`config.mk`:
```
export PLATFORM = sky130hd
export DESIGN_NAME = bcw_matcher
export DESIGN_NICKNAME = d
export VERILOG_FILES = /design/src/bcw_pkg.sv /design/src/bcw_regs_if.sv /design/src/bcw_matcher.sv /design/src/bcw_regs.sv
export SDC_FILE = /design/constraint.sdc
export NUM_CORES = 1
export LEC_CHECK = 0
export ABC_AREA = 1
export BUFFER_PORTS_ARGS = -buffer_cell sky130_fd_sc_hd__buf_2
export CAP_MARGIN = 20
export CORE_ASPECT_RATIO = 1.5
export CORE_MARGIN = 2
export CORE_UTILIZATION = 31
export CTS_BUF_LIST = sky130_fd_sc_hd__clkbuf_8
export DETAILED_ROUTE_END_ITERATION = 10
export SLEW_MARGIN = 30
export SYNTH_ARGS = -nofsm -noshare
export SYNTH_HDL_FRONTEND = slang
export SYNTH_SLANG_ARGS = --single-unit
export TNS_END_PERCENT = 100
```
`constraint.sdc`:
```
create_clock -name mclk -period 1.4 [get_ports mclk]
set_input_delay 0 -clock mclk [delete_from_list [all_inputs] [get_ports mclk]]
set_output_delay 0 -clock mclk [all_outputs]
set_load 0.02 [all_outputs]
```
`src/bcw_pkg.sv`:
```
package bcw_pkg;
    localparam logic [7:0] ADDR_BRK1 = 8'h61;
    localparam logic [7:0] ADDR_BRK2 = 8'h62;
    localparam logic [7:0] ADDR_BRK3 = 8'h63;
    localparam logic [7:0] ADDR_CFG  = 8'h64;
    localparam logic [7:0] ADDR_STAT = 8'h65;
    localparam logic [7:0] RST_BYTE  = 8'h00;
    localparam logic [7:0] WILDCARD  = 8'h00;
    localparam int SEL_LO = 2;
    localparam int REL_LO = 4;
    localparam logic [1:0] SEL_S1_ONE = 2'h0;
    localparam logic [1:0] SEL_S1_TWO = 2'h1;
    localparam logic [1:0] SEL_S2_TWO = 2'h2;
    localparam logic [1:0] SEL_S2_THR = 2'h3;
    localparam logic [1:0] REL_BREAK  = 2'h2;
    localparam int CLK_MHZ = 25;
    localparam int TIMEOUT_US = 125;
    localparam int TIMEOUT_CYC = TIMEOUT_US * CLK_MHZ;
    localparam int TMO_W = 12;
    typedef enum logic [2:0] {
        ST_B1 = 3'b001,
        ST_B2 = 3'b010,
        ST_B3 = 3'b100
    } bcw_state_t;
endpackage

```
`src/bcw_regs_if.sv`:
```
`timescale 1ns/100ps
interface bcw_regs_if;
    logic [7:0] cmp1;
    logic [7:0] cmp2;
    logic [7:0] cmp3;
    logic [1:0] scanSel;
    logic [1:0] relSel;
    modport regs (output cmp1, cmp2, cmp3, scanSel, relSel);
    modport core (input cmp1, cmp2, cmp3, scanSel, relSel);
endinterface

```
`src/bcw_matcher.sv`:
```
`timescale 1ns/100ps
module bcw_matcher
    import bcw_pkg::*;
(
    input  wire logic       mclk,
    input  wire logic       rst_n,
    input  wire logic [7:0] regAddr,
    input  wire logic [7:0] regWdata,
    input  wire logic       regWr,
    input  wire logic       regRd,
    output logic      [7:0] regRdata,
    input  wire logic       rxValid,
    input  wire logic [7:0] rxByte,
    input  wire logic       rxParityErr,
    input  wire logic       keyboardClockLine,
    input  wire logic       byteInProgress,
    input  wire logic       makeDetect,
    output logic            keyWakeEvent,
    output logic            wakeRaise
);
    // ------------------------------------------------------------
    // Registers
    // ------------------------------------------------------------
    bcw_regs_if rif ();
    bcw_state_t state_q, state_d;
    logic       event_q, event_d;
    logic [TMO_W-1:0] tmo_q, tmo_d;
    logic       kclkPrev_q;
    logic       raise_q, raise_d;

    bcw_regs u_regs (
        .mclk       (mclk),
        .rst_n      (rst_n),
        .regAddr    (regAddr),
        .regWdata   (regWdata),
        .regWr      (regWr),
        .regRd      (regRd),
        .statusBits ({state_q != ST_B1, event_q}),
        .regRdata   (regRdata),
        .rif        (rif)
    );

    // ------------------------------------------------------------
    // Timeout on a stuck clock line inside a byte
    // ------------------------------------------------------------
    logic timeout;
    always_comb begin
        tmo_d = '0;
        if (byteInProgress && keyboardClockLine == kclkPrev_q) begin
            if (tmo_q != TMO_W'(TIMEOUT_CYC))
                tmo_d = tmo_q + 1'b1;
            else
                tmo_d = tmo_q;
        end
    end
    assign timeout = (tmo_q == TMO_W'(TIMEOUT_CYC - 1));

    // ------------------------------------------------------------
    // Break-code matcher
    // ------------------------------------------------------------
    logic       validByte;
    logic       hit1, hit2, hit3;
    logic       breakMode;
    logic [1:0] nBytes;
    assign validByte = rxValid && !rxParityErr;
    // Zero stored means any valid byte matches
    assign hit1 = (rif.cmp1 == WILDCARD) || (rxByte == rif.cmp1);
    assign hit2 = (rif.cmp2 == WILDCARD) || (rxByte == rif.cmp2);
    assign hit3 = (rif.cmp3 == WILDCARD) || (rxByte == rif.cmp3);
    assign breakMode = (rif.relSel == REL_BREAK);

    always_comb begin
        unique case (rif.scanSel)
            SEL_S1_ONE: nBytes = 2'd1;
            SEL_S1_TWO: nBytes = 2'd2;
            SEL_S2_TWO: nBytes = 2'd2;
            SEL_S2_THR: nBytes = 2'd3;
        endcase
    end

    always_comb begin
        state_d = state_q;
        event_d = event_q;
        raise_d = 1'b0;
        if (!event_q) begin
            state_d = ST_B1;
            if (makeDetect && breakMode) begin
                event_d = 1'b1;
                raise_d = 1'b1;
            end
        end else if (!breakMode) begin
            // Other release options are not implemented; the event stays held
            state_d = ST_B1;
        end else if (timeout || (rxValid && rxParityErr)) begin
            state_d = ST_B1;
        end else if (validByte) begin
            // makeDetect ignored while held: no new events
            unique case (state_q)
                ST_B1: begin
                    if (hit1 && nBytes == 2'd1)
                        event_d = 1'b0;
                    else if (hit1)
                        state_d = ST_B2;
                end
                ST_B2: begin
                    // validByte already guards the final byte
                    if (hit2 && nBytes == 2'd2) begin
                        event_d = 1'b0;
                        state_d = ST_B1;
                    end else if (hit2)
                        state_d = ST_B3;
                    else
                        state_d = ST_B1;
                end
                ST_B3: begin
                    if (hit3)
                        event_d = 1'b0;
                    state_d = ST_B1;
                end
                default: state_d = ST_B1;
            endcase
        end
    end

    always_ff @(posedge mclk or negedge rst_n) begin
        if (!rst_n) begin
            state_q    <= ST_B1;
            event_q    <= 1'b0;
            tmo_q      <= '0;
            kclkPrev_q <= 1'b1;
            raise_q    <= 1'b0;
        end else begin
            state_q    <= state_d;
            event_q    <= event_d;
            tmo_q      <= tmo_d;
            kclkPrev_q <= keyboardClockLine;
            raise_q    <= raise_d;
        end
    end

    // Active low wake level; status reads event_q live, and event_q is cleared here on a matched break
    assign keyWakeEvent = !event_q;
    assign wakeRaise    = raise_q;

    // ------------------------------------------------------------
    // Assertions
    // ------------------------------------------------------------
    property p_one_byte;
        @(posedge mclk) disable iff (!rst_n)
        (event_q && breakMode && !timeout && validByte && hit1 && nBytes == 2'd1 && state_q == ST_B1)
            |=> keyWakeEvent;
    endproperty
    a_one_byte: assert property (p_one_byte) else $error("one byte break not released");

    property p_two_byte;
        @(posedge mclk) disable iff (!rst_n)
        (event_q && breakMode && !timeout && validByte && state_q == ST_B2 && hit2 && nBytes == 2'd2)
            |=> (keyWakeEvent && state_q == ST_B1);
    endproperty
    a_two_byte: assert property (p_two_byte) else $error("two byte break not released");

    property p_three_byte;
        @(posedge mclk) disable iff (!rst_n)
        (event_q && state_q == ST_B3 && breakMode && !timeout && validByte && !hit3) |=> event_q;
    endproperty
    a_three_byte: assert property (p_three_byte) else $error("released on third mismatch");

    property p_parity_final;
        @(posedge mclk) disable iff (!rst_n)
        (event_q && rxValid && rxParityErr) |=> (event_q && state_q == ST_B1);
    endproperty
    a_parity_final: assert property (p_parity_final) else $error("parity byte accepted");

    property p_restart;
        @(posedge mclk) disable iff (!rst_n)
        (event_q && state_q != ST_B1 && timeout) |=> state_q == ST_B1;
    endproperty
    a_restart: assert property (p_restart) else $error("no restart on timeout");

    property p_hold;
        @(posedge mclk) disable iff (!rst_n)
        (event_q && !validByte && breakMode) |=> event_q;
    endproperty
    a_hold: assert property (p_hold) else $error("event dropped without byte");

    property p_no_raise;
        @(posedge mclk) disable iff (!rst_n)
        event_q |=> !wakeRaise;
    endproperty
    a_no_raise: assert property (p_no_raise) else $error("raise while held");

    property p_idle_first;
        @(posedge mclk) disable iff (!rst_n)
        !event_q |=> state_q == ST_B1;
    endproperty
    a_idle_first: assert property (p_idle_first) else $error("matcher active while idle");

    property p_timeout_count;
        @(posedge mclk) disable iff (!rst_n)
        timeout |-> $past(tmo_q) == TMO_W'(TIMEOUT_CYC - 2);
    endproperty
    a_timeout_count: assert property (p_timeout_count) else $error("timeout count wrong");

    property p_first_miss;
        @(posedge mclk) disable iff (!rst_n)
        (event_q && breakMode && !timeout && validByte && state_q == ST_B1 && !hit1)
            |=> (event_q && state_q == ST_B1);
    endproperty
    a_first_miss: assert property (p_first_miss) else $error("first byte mismatch moved on");

    property p_advance;
        @(posedge mclk) disable iff (!rst_n)
        (event_q && breakMode && !timeout && validByte && state_q == ST_B1 && hit1 && nBytes != 2'd1)
            |=> (event_q && state_q == ST_B2);
    endproperty
    a_advance: assert property (p_advance) else $error("first byte match did not advance");

    property p_second_miss;
        @(posedge mclk) disable iff (!rst_n)
        (event_q && breakMode && !timeout && validByte && state_q == ST_B2 && !hit2)
            |=> (event_q && state_q == ST_B1);
    endproperty
    a_second_miss: assert property (p_second_miss) else $error("second byte mismatch not restarted");

    property p_three_release;
        @(posedge mclk) disable iff (!rst_n)
        (event_q && breakMode && !timeout && validByte && state_q == ST_B3 && hit3)
            |=> (keyWakeEvent && state_q == ST_B1);
    endproperty
    a_three_release: assert property (p_three_release) else $error("three byte break not released");

    // Checked from the stored value, not from the hit term, so a broken compare still shows
    property p_wildcard;
        @(posedge mclk) disable iff (!rst_n)
        (event_q && breakMode && !timeout && validByte && state_q == ST_B2 && rif.cmp2 == WILDCARD
            && nBytes == 2'd2) |=> keyWakeEvent;
    endproperty
    a_wildcard: assert property (p_wildcard) else $error("zero compare did not match");

    // ------------------------------------------------------------
    // Arming, timeout and status checks
    // ------------------------------------------------------------
    property p_raise;
        @(posedge mclk) disable iff (!rst_n)
        (!event_q && makeDetect && breakMode) |=> (!keyWakeEvent && wakeRaise);
    endproperty
    a_raise: assert property (p_raise) else $error("event not raised in break mode");

    property p_no_arm;
        @(posedge mclk) disable iff (!rst_n)
        (!event_q && !breakMode) |=> (keyWakeEvent && !wakeRaise);
    endproperty
    a_no_arm: assert property (p_no_arm) else $error("event raised outside break mode");

    property p_tmo_idle;
        @(posedge mclk) disable iff (!rst_n)
        !byteInProgress |=> (tmo_q == '0 && !timeout);
    endproperty
    a_tmo_idle: assert property (p_tmo_idle) else $error("timeout counted between bytes");

    property p_status_read;
        @(posedge mclk) disable iff (!rst_n)
        (regRd && regAddr == ADDR_STAT)
            |=> (regRdata == {6'h00, ($past(state_q) != ST_B1), $past(event_q)});
    endproperty
    a_status_read: assert property (p_status_read) else $error("status read wrong");

    c_one: cover property (@(posedge mclk) disable iff (!rst_n) event_q && nBytes == 2'd1 ##1 !event_q);
    c_two: cover property (@(posedge mclk) disable iff (!rst_n) state_q == ST_B2 && nBytes == 2'd2 ##1 !event_q);
    c_three: cover property (@(posedge mclk) disable iff (!rst_n) state_q == ST_B3 ##1 !event_q);
    c_tmo: cover property (@(posedge mclk) disable iff (!rst_n) state_q != ST_B1 && timeout);
    c_wild: cover property (@(posedge mclk) disable iff (!rst_n) state_q == ST_B2 && rif.cmp2 == WILDCARD && validByte);
endmodule

```
`src/bcw_regs.sv`:
```
`timescale 1ns/100ps
module bcw_regs
    import bcw_pkg::*;
(
    input  wire logic       mclk,
    input  wire logic       rst_n,
    input  wire logic [7:0] regAddr,
    input  wire logic [7:0] regWdata,
    input  wire logic       regWr,
    input  wire logic       regRd,
    input  wire logic [1:0] statusBits,
    output logic      [7:0] regRdata,
    bcw_regs_if.regs        rif
);
    logic [7:0] brk1_q, brk1_d;
    logic [7:0] brk2_q, brk2_d;
    logic [7:0] brk3_q, brk3_d;
    logic [7:0] cfg_q, cfg_d;
    logic [7:0] rdata_q, rdata_d;

    always_comb begin
        brk1_d  = brk1_q;
        brk2_d  = brk2_q;
        brk3_d  = brk3_q;
        cfg_d   = cfg_q;
        rdata_d = 8'h00;
        if (regWr) begin
            unique case (regAddr)
                ADDR_BRK1: brk1_d = regWdata;
                ADDR_BRK2: brk2_d = regWdata;
                ADDR_BRK3: brk3_d = regWdata;
                ADDR_CFG:  cfg_d  = regWdata;
                default: ;
            endcase
        end
        if (regRd) begin
            unique case (regAddr)
                ADDR_BRK1: rdata_d = brk1_q;
                ADDR_BRK2: rdata_d = brk2_q;
                ADDR_BRK3: rdata_d = brk3_q;
                ADDR_CFG:  rdata_d = cfg_q;
                ADDR_STAT: rdata_d = {6'h00, statusBits};
                default:   rdata_d = 8'h00;
            endcase
        end
    end

    always_ff @(posedge mclk or negedge rst_n) begin
        if (!rst_n) begin
            brk1_q  <= RST_BYTE;
            brk2_q  <= RST_BYTE;
            brk3_q  <= RST_BYTE;
            cfg_q   <= RST_BYTE;
            rdata_q <= 8'h00;
        end else begin
            brk1_q  <= brk1_d;
            brk2_q  <= brk2_d;
            brk3_q  <= brk3_d;
            cfg_q   <= cfg_d;
            rdata_q <= rdata_d;
        end
    end

    assign regRdata    = rdata_q;
    assign rif.cmp1    = brk1_q;
    assign rif.cmp2    = brk2_q;
    assign rif.cmp3    = brk3_q;
    assign rif.scanSel = cfg_q[SEL_LO +: 2];
    assign rif.relSel  = cfg_q[REL_LO +: 2];
endmodule

```
==> metrics.cfg <==
[routing]
post-route-drc-count = 0
final_antenna_net_count = 0
wl_per_cell_um = 13.57
routed_wl_mm = 8.602
drt_iter0_drc = 209
drt_pass1_iterations = 5
vias = 3011
via_per_inst = 4.749

[run_status]
outcome = complete, but fails checks
violations = negative setup slack

[sta]
final-setup-viol-count = 3
min_period_over_period = 1.026
skew_ns = 0.009837
max_freq_ghz = 0.6961
worst_slew_margin_rel = 0.7702
layout_setup_ws_ns = -0.03653
fin_setup_tns_ns = -0.07503
finalHoldViolCount = 0
grt_setup_unrepaired = true
period_minus_slack_ns = 1.437
tightest_slew_ns = 0.3435
drv_slew = 0

[layout]
area_growth_pct = 29.12
drive_gt1_frac = 0.2578
nets = 548

[power_and_ir_drop]
clockPowerShare = 0.395
combPwrFrac = 0.143
switchingPower_mw = 1.040
seq_power_share = 0.463
p_total_mw = 3.903
p_sw_frac = 0.2665
irDropWorstVdd_mv = 0.4900
power.leakage_nw = 2.053
power.density_nw_per_um2 = 931.6
internal_power_mw = 2.863

[die]
rows = 45
coreArea_um2 = 10130
start_util = 0.3201
chipWidth_um = 87.53
io_pins = 43
die_h_um = 129.3
die_area_um2 = 11320

[cts]
insertion_delay_ns = 0.33
tritoncts = done
htreeDepth = 3
cts_buffer_depth = 2
clk_pin_slew_ns = 0.06
root_buffer = clkbuf_8
cts_buffers = 9
cts.sinks = 58

[critical_path]
crit_required_ns = 1.66
cp-start-kind = flip-flop
path_class = flip-flop to flip-flop
crit_arrival_ns = 1.70
cp_max_fo = 4
crit_path_end_kind = flip-flop

[flow_run]
drv_cap = 0

[place]
dp_hpwl_mm = 6.464
place.gp.congestion = 0.9431
io_buffers = 42

[logic_synthesis]
syn_inst = 423
synth_seq_cells = 58
synth_area_um2 = 3244
ys_seq_area_frac = 0.4481
synth_cell_types = 29
yosysWarnings = 0
syn-num-nets = 460
syn_avg_cell_area_um2 = 7.670

[grt]
grt_usage = 0.1612
grt_pass1_wl_mm = 13.92
antenna_found_initial = 0
grt_max_degree = 59
overflow = 0
grt_pass1_vias = 3007

[worst_hold_path]
hold_class = input pin to flip-flop

-- path summary, 6_finish.rpt --
path	from	end	slack [ns]	cells after the start
min in group asynchronous	rst_n	tmo_q[2]	0.19	3
min	rxParityErr	state_q[1]	0.08	4
min reg2reg	u_regs.cfg_q[7]	u_regs.cfg_q[7]	0.50	2
max in group asynchronous	rst_n	kclkPrev_q	0.90	3
max reg2reg	u_regs.rif.cmp1[0]	state_q[2]	-0.04	9
max	u_regs.rif.cmp1[0]	state_q[2]	-0.04	9
-- cells in the mapped netlist --
| cell | count | area (µm²) |
|---|---|---|
| nand2_1 | 125 | 469.2 |
| inv_1 | 61 | 229.0 |
| dfrtp_1 | 56 | 1401 |
| nor2_1 | 35 | 131.4 |
| o21ai_1 | 18 | 90.09 |
| o21ai_0 | 16 | 80.08 |
| a21oi_1 | 15 | 75.07 |
| nand3_1 | 14 | 70.07 |
| xnor2_1 | 14 | 122.6 |
| nand4_1 | 8 | 50.05 |
| nor3_1 | 8 | 40.04 |
| o21ai_2 | 8 | 70.07 |
| nand2_2 | 5 | 31.28 |
| buf_6 | 4 | 45.04 |
| ha_1 | 4 | 50.05 |
| inv_2 | 4 | 15.01 |
| nor3_2 | 4 | 40.04 |
| a211oi_1 | 3 | 22.52 |
| nor4_1 | 3 | 18.77 |
| o22ai_1 | 3 | 18.77 |
| and3_1 | 2 | 12.51 |
| dfstp_2 | 2 | 52.55 |
| nand2_4 | 2 | 22.52 |
| nor2_2 | 2 | 12.51 |
| o221ai_1 | 2 | 17.52 |
| o31ai_1 | 2 | 15.01 |
| a41oi_1 | 1 | 8.760 |
| nand4_4 | 1 | 21.27 |
| nor2_4 | 1 | 11.26 |
-- routing by layer --
metal,GRT usage,up-vias,part of all wire
met5,0,-,0
met4,0.09412,0,0.030
met3,0.04841,20,0.049
met2,0.2736,86,0.53
met1,0.1749,1374,0.39
li1,-,1531,-
-- per-stage QoR --
step                      area (µm²)  cells    util  hold WS, ns  setup slack [ns]
after floorplan                 3244    423       -      -0.2956           0.02451
after global placement          3749    602  0.3699      0.02539         -0.003737
after detailed placement        3749    602  0.3699      0.02627          -0.04432
after CTS                       4106    631  0.4052      0.04208          -0.01609
after global routing            4187    633  0.4131      0.07124           -0.1508
final                           4189    634  0.4133      0.08096          -0.03653
-- worst max-delay path, cell delays in order (launching register included) --
cell and delay, ns:
dfrtp_1 0.44, xnor2_1 0.18, nand2_1 0.09, nor2_1 0.11, nand2_1 0.06, nand2_1 0.10
nand2_1 0.14, nand2_1 0.10, nand3_1 0.07, o21ai_1 0.07
-- power groups by stage --
| stage | registers [mW] | clock network [mW] | logic [mW] |
|---|---|---|---|
| after CTS | 1.80 | 1.59 | 0.547 |
| final | 1.80 | 1.54 | 0.557 |
| after global routing | 1.81 | 1.67 | 0.636 |
| after floorplan | 1.82 | 0 | 0.281 |
| after detailed placement | 1.83 | 0 | 0.512 |
| after global placement | 1.83 | 0 | 0.502 |
-- area by class of cell --
cell class	instances	area, µm²
antenna	1	2.502
clock buffer	11	151.4
clock inverter	5	46.29
fill	1055	5946
inverter	65	244.0
multi-input combinational	296	1597
sequential	58	1456
tap	117	146.4
timing repair buffer	81	545.5
-- cells in the final DEF, fill, tap and decap left out, types with 3 or more instances in the layout --
cell / count
nand4_1: 8
a211oi_1: 3
buf_4: 26
dlygate4sd3_1: 12
a21oi_2: 3
o21ai_2: 9
xnor2_1: 12
inv_2: 8
nand3_1: 11
nand2_2: 6
o21ai_0: 13
o21ai_1: 20
nand3_2: 3
buf_2: 42
nand2_1: 124
dfrtp_1: 54
nor2_1: 33
nor3_1: 7
o22ai_1: 3
clkbuf_8: 11
nor3_2: 4
a21oi_1: 12
nor2_4: 3
inv_1: 60
-- registers in the layout, summed over array words and instances (netlist names) --
| register | flops |
|---|---|
| u_regs.cfg_q | 8 |
| u_regs.rif.cmp2 | 8 |
| u_regs.rif.cmp1 | 8 |
| u_regs.rif.cmp3 | 8 |
| wakeRaise | 1 |
| state_q | 3 |
| tmo_q | 12 |
| u_regs.regRdata | 8 |
| event_q | 1 |
| kclkPrev_q | 1 |
-- logic make-up after synthesis --
logic type	count (synthesis)	share of synthesized area
AND/OR/NAND/NOR	210	0.2869
buffers and inverters	69	0.08908
AO/OA/AOI/OAI	68	0.1226
flip-flops	58	0.4481
XOR/XNOR	14	0.03779
adder cells (fa/ha/maj)	4	0.01543
-- repair_timing --
action,CTS,global route
hold buffers,12,0
hold endpoints to repair,87,0
setup buffers,1,2
resized for setup,12,17
pin swaps,0,7
setup endpoints to repair,5,13
Power figures use the tool's default switching activity.
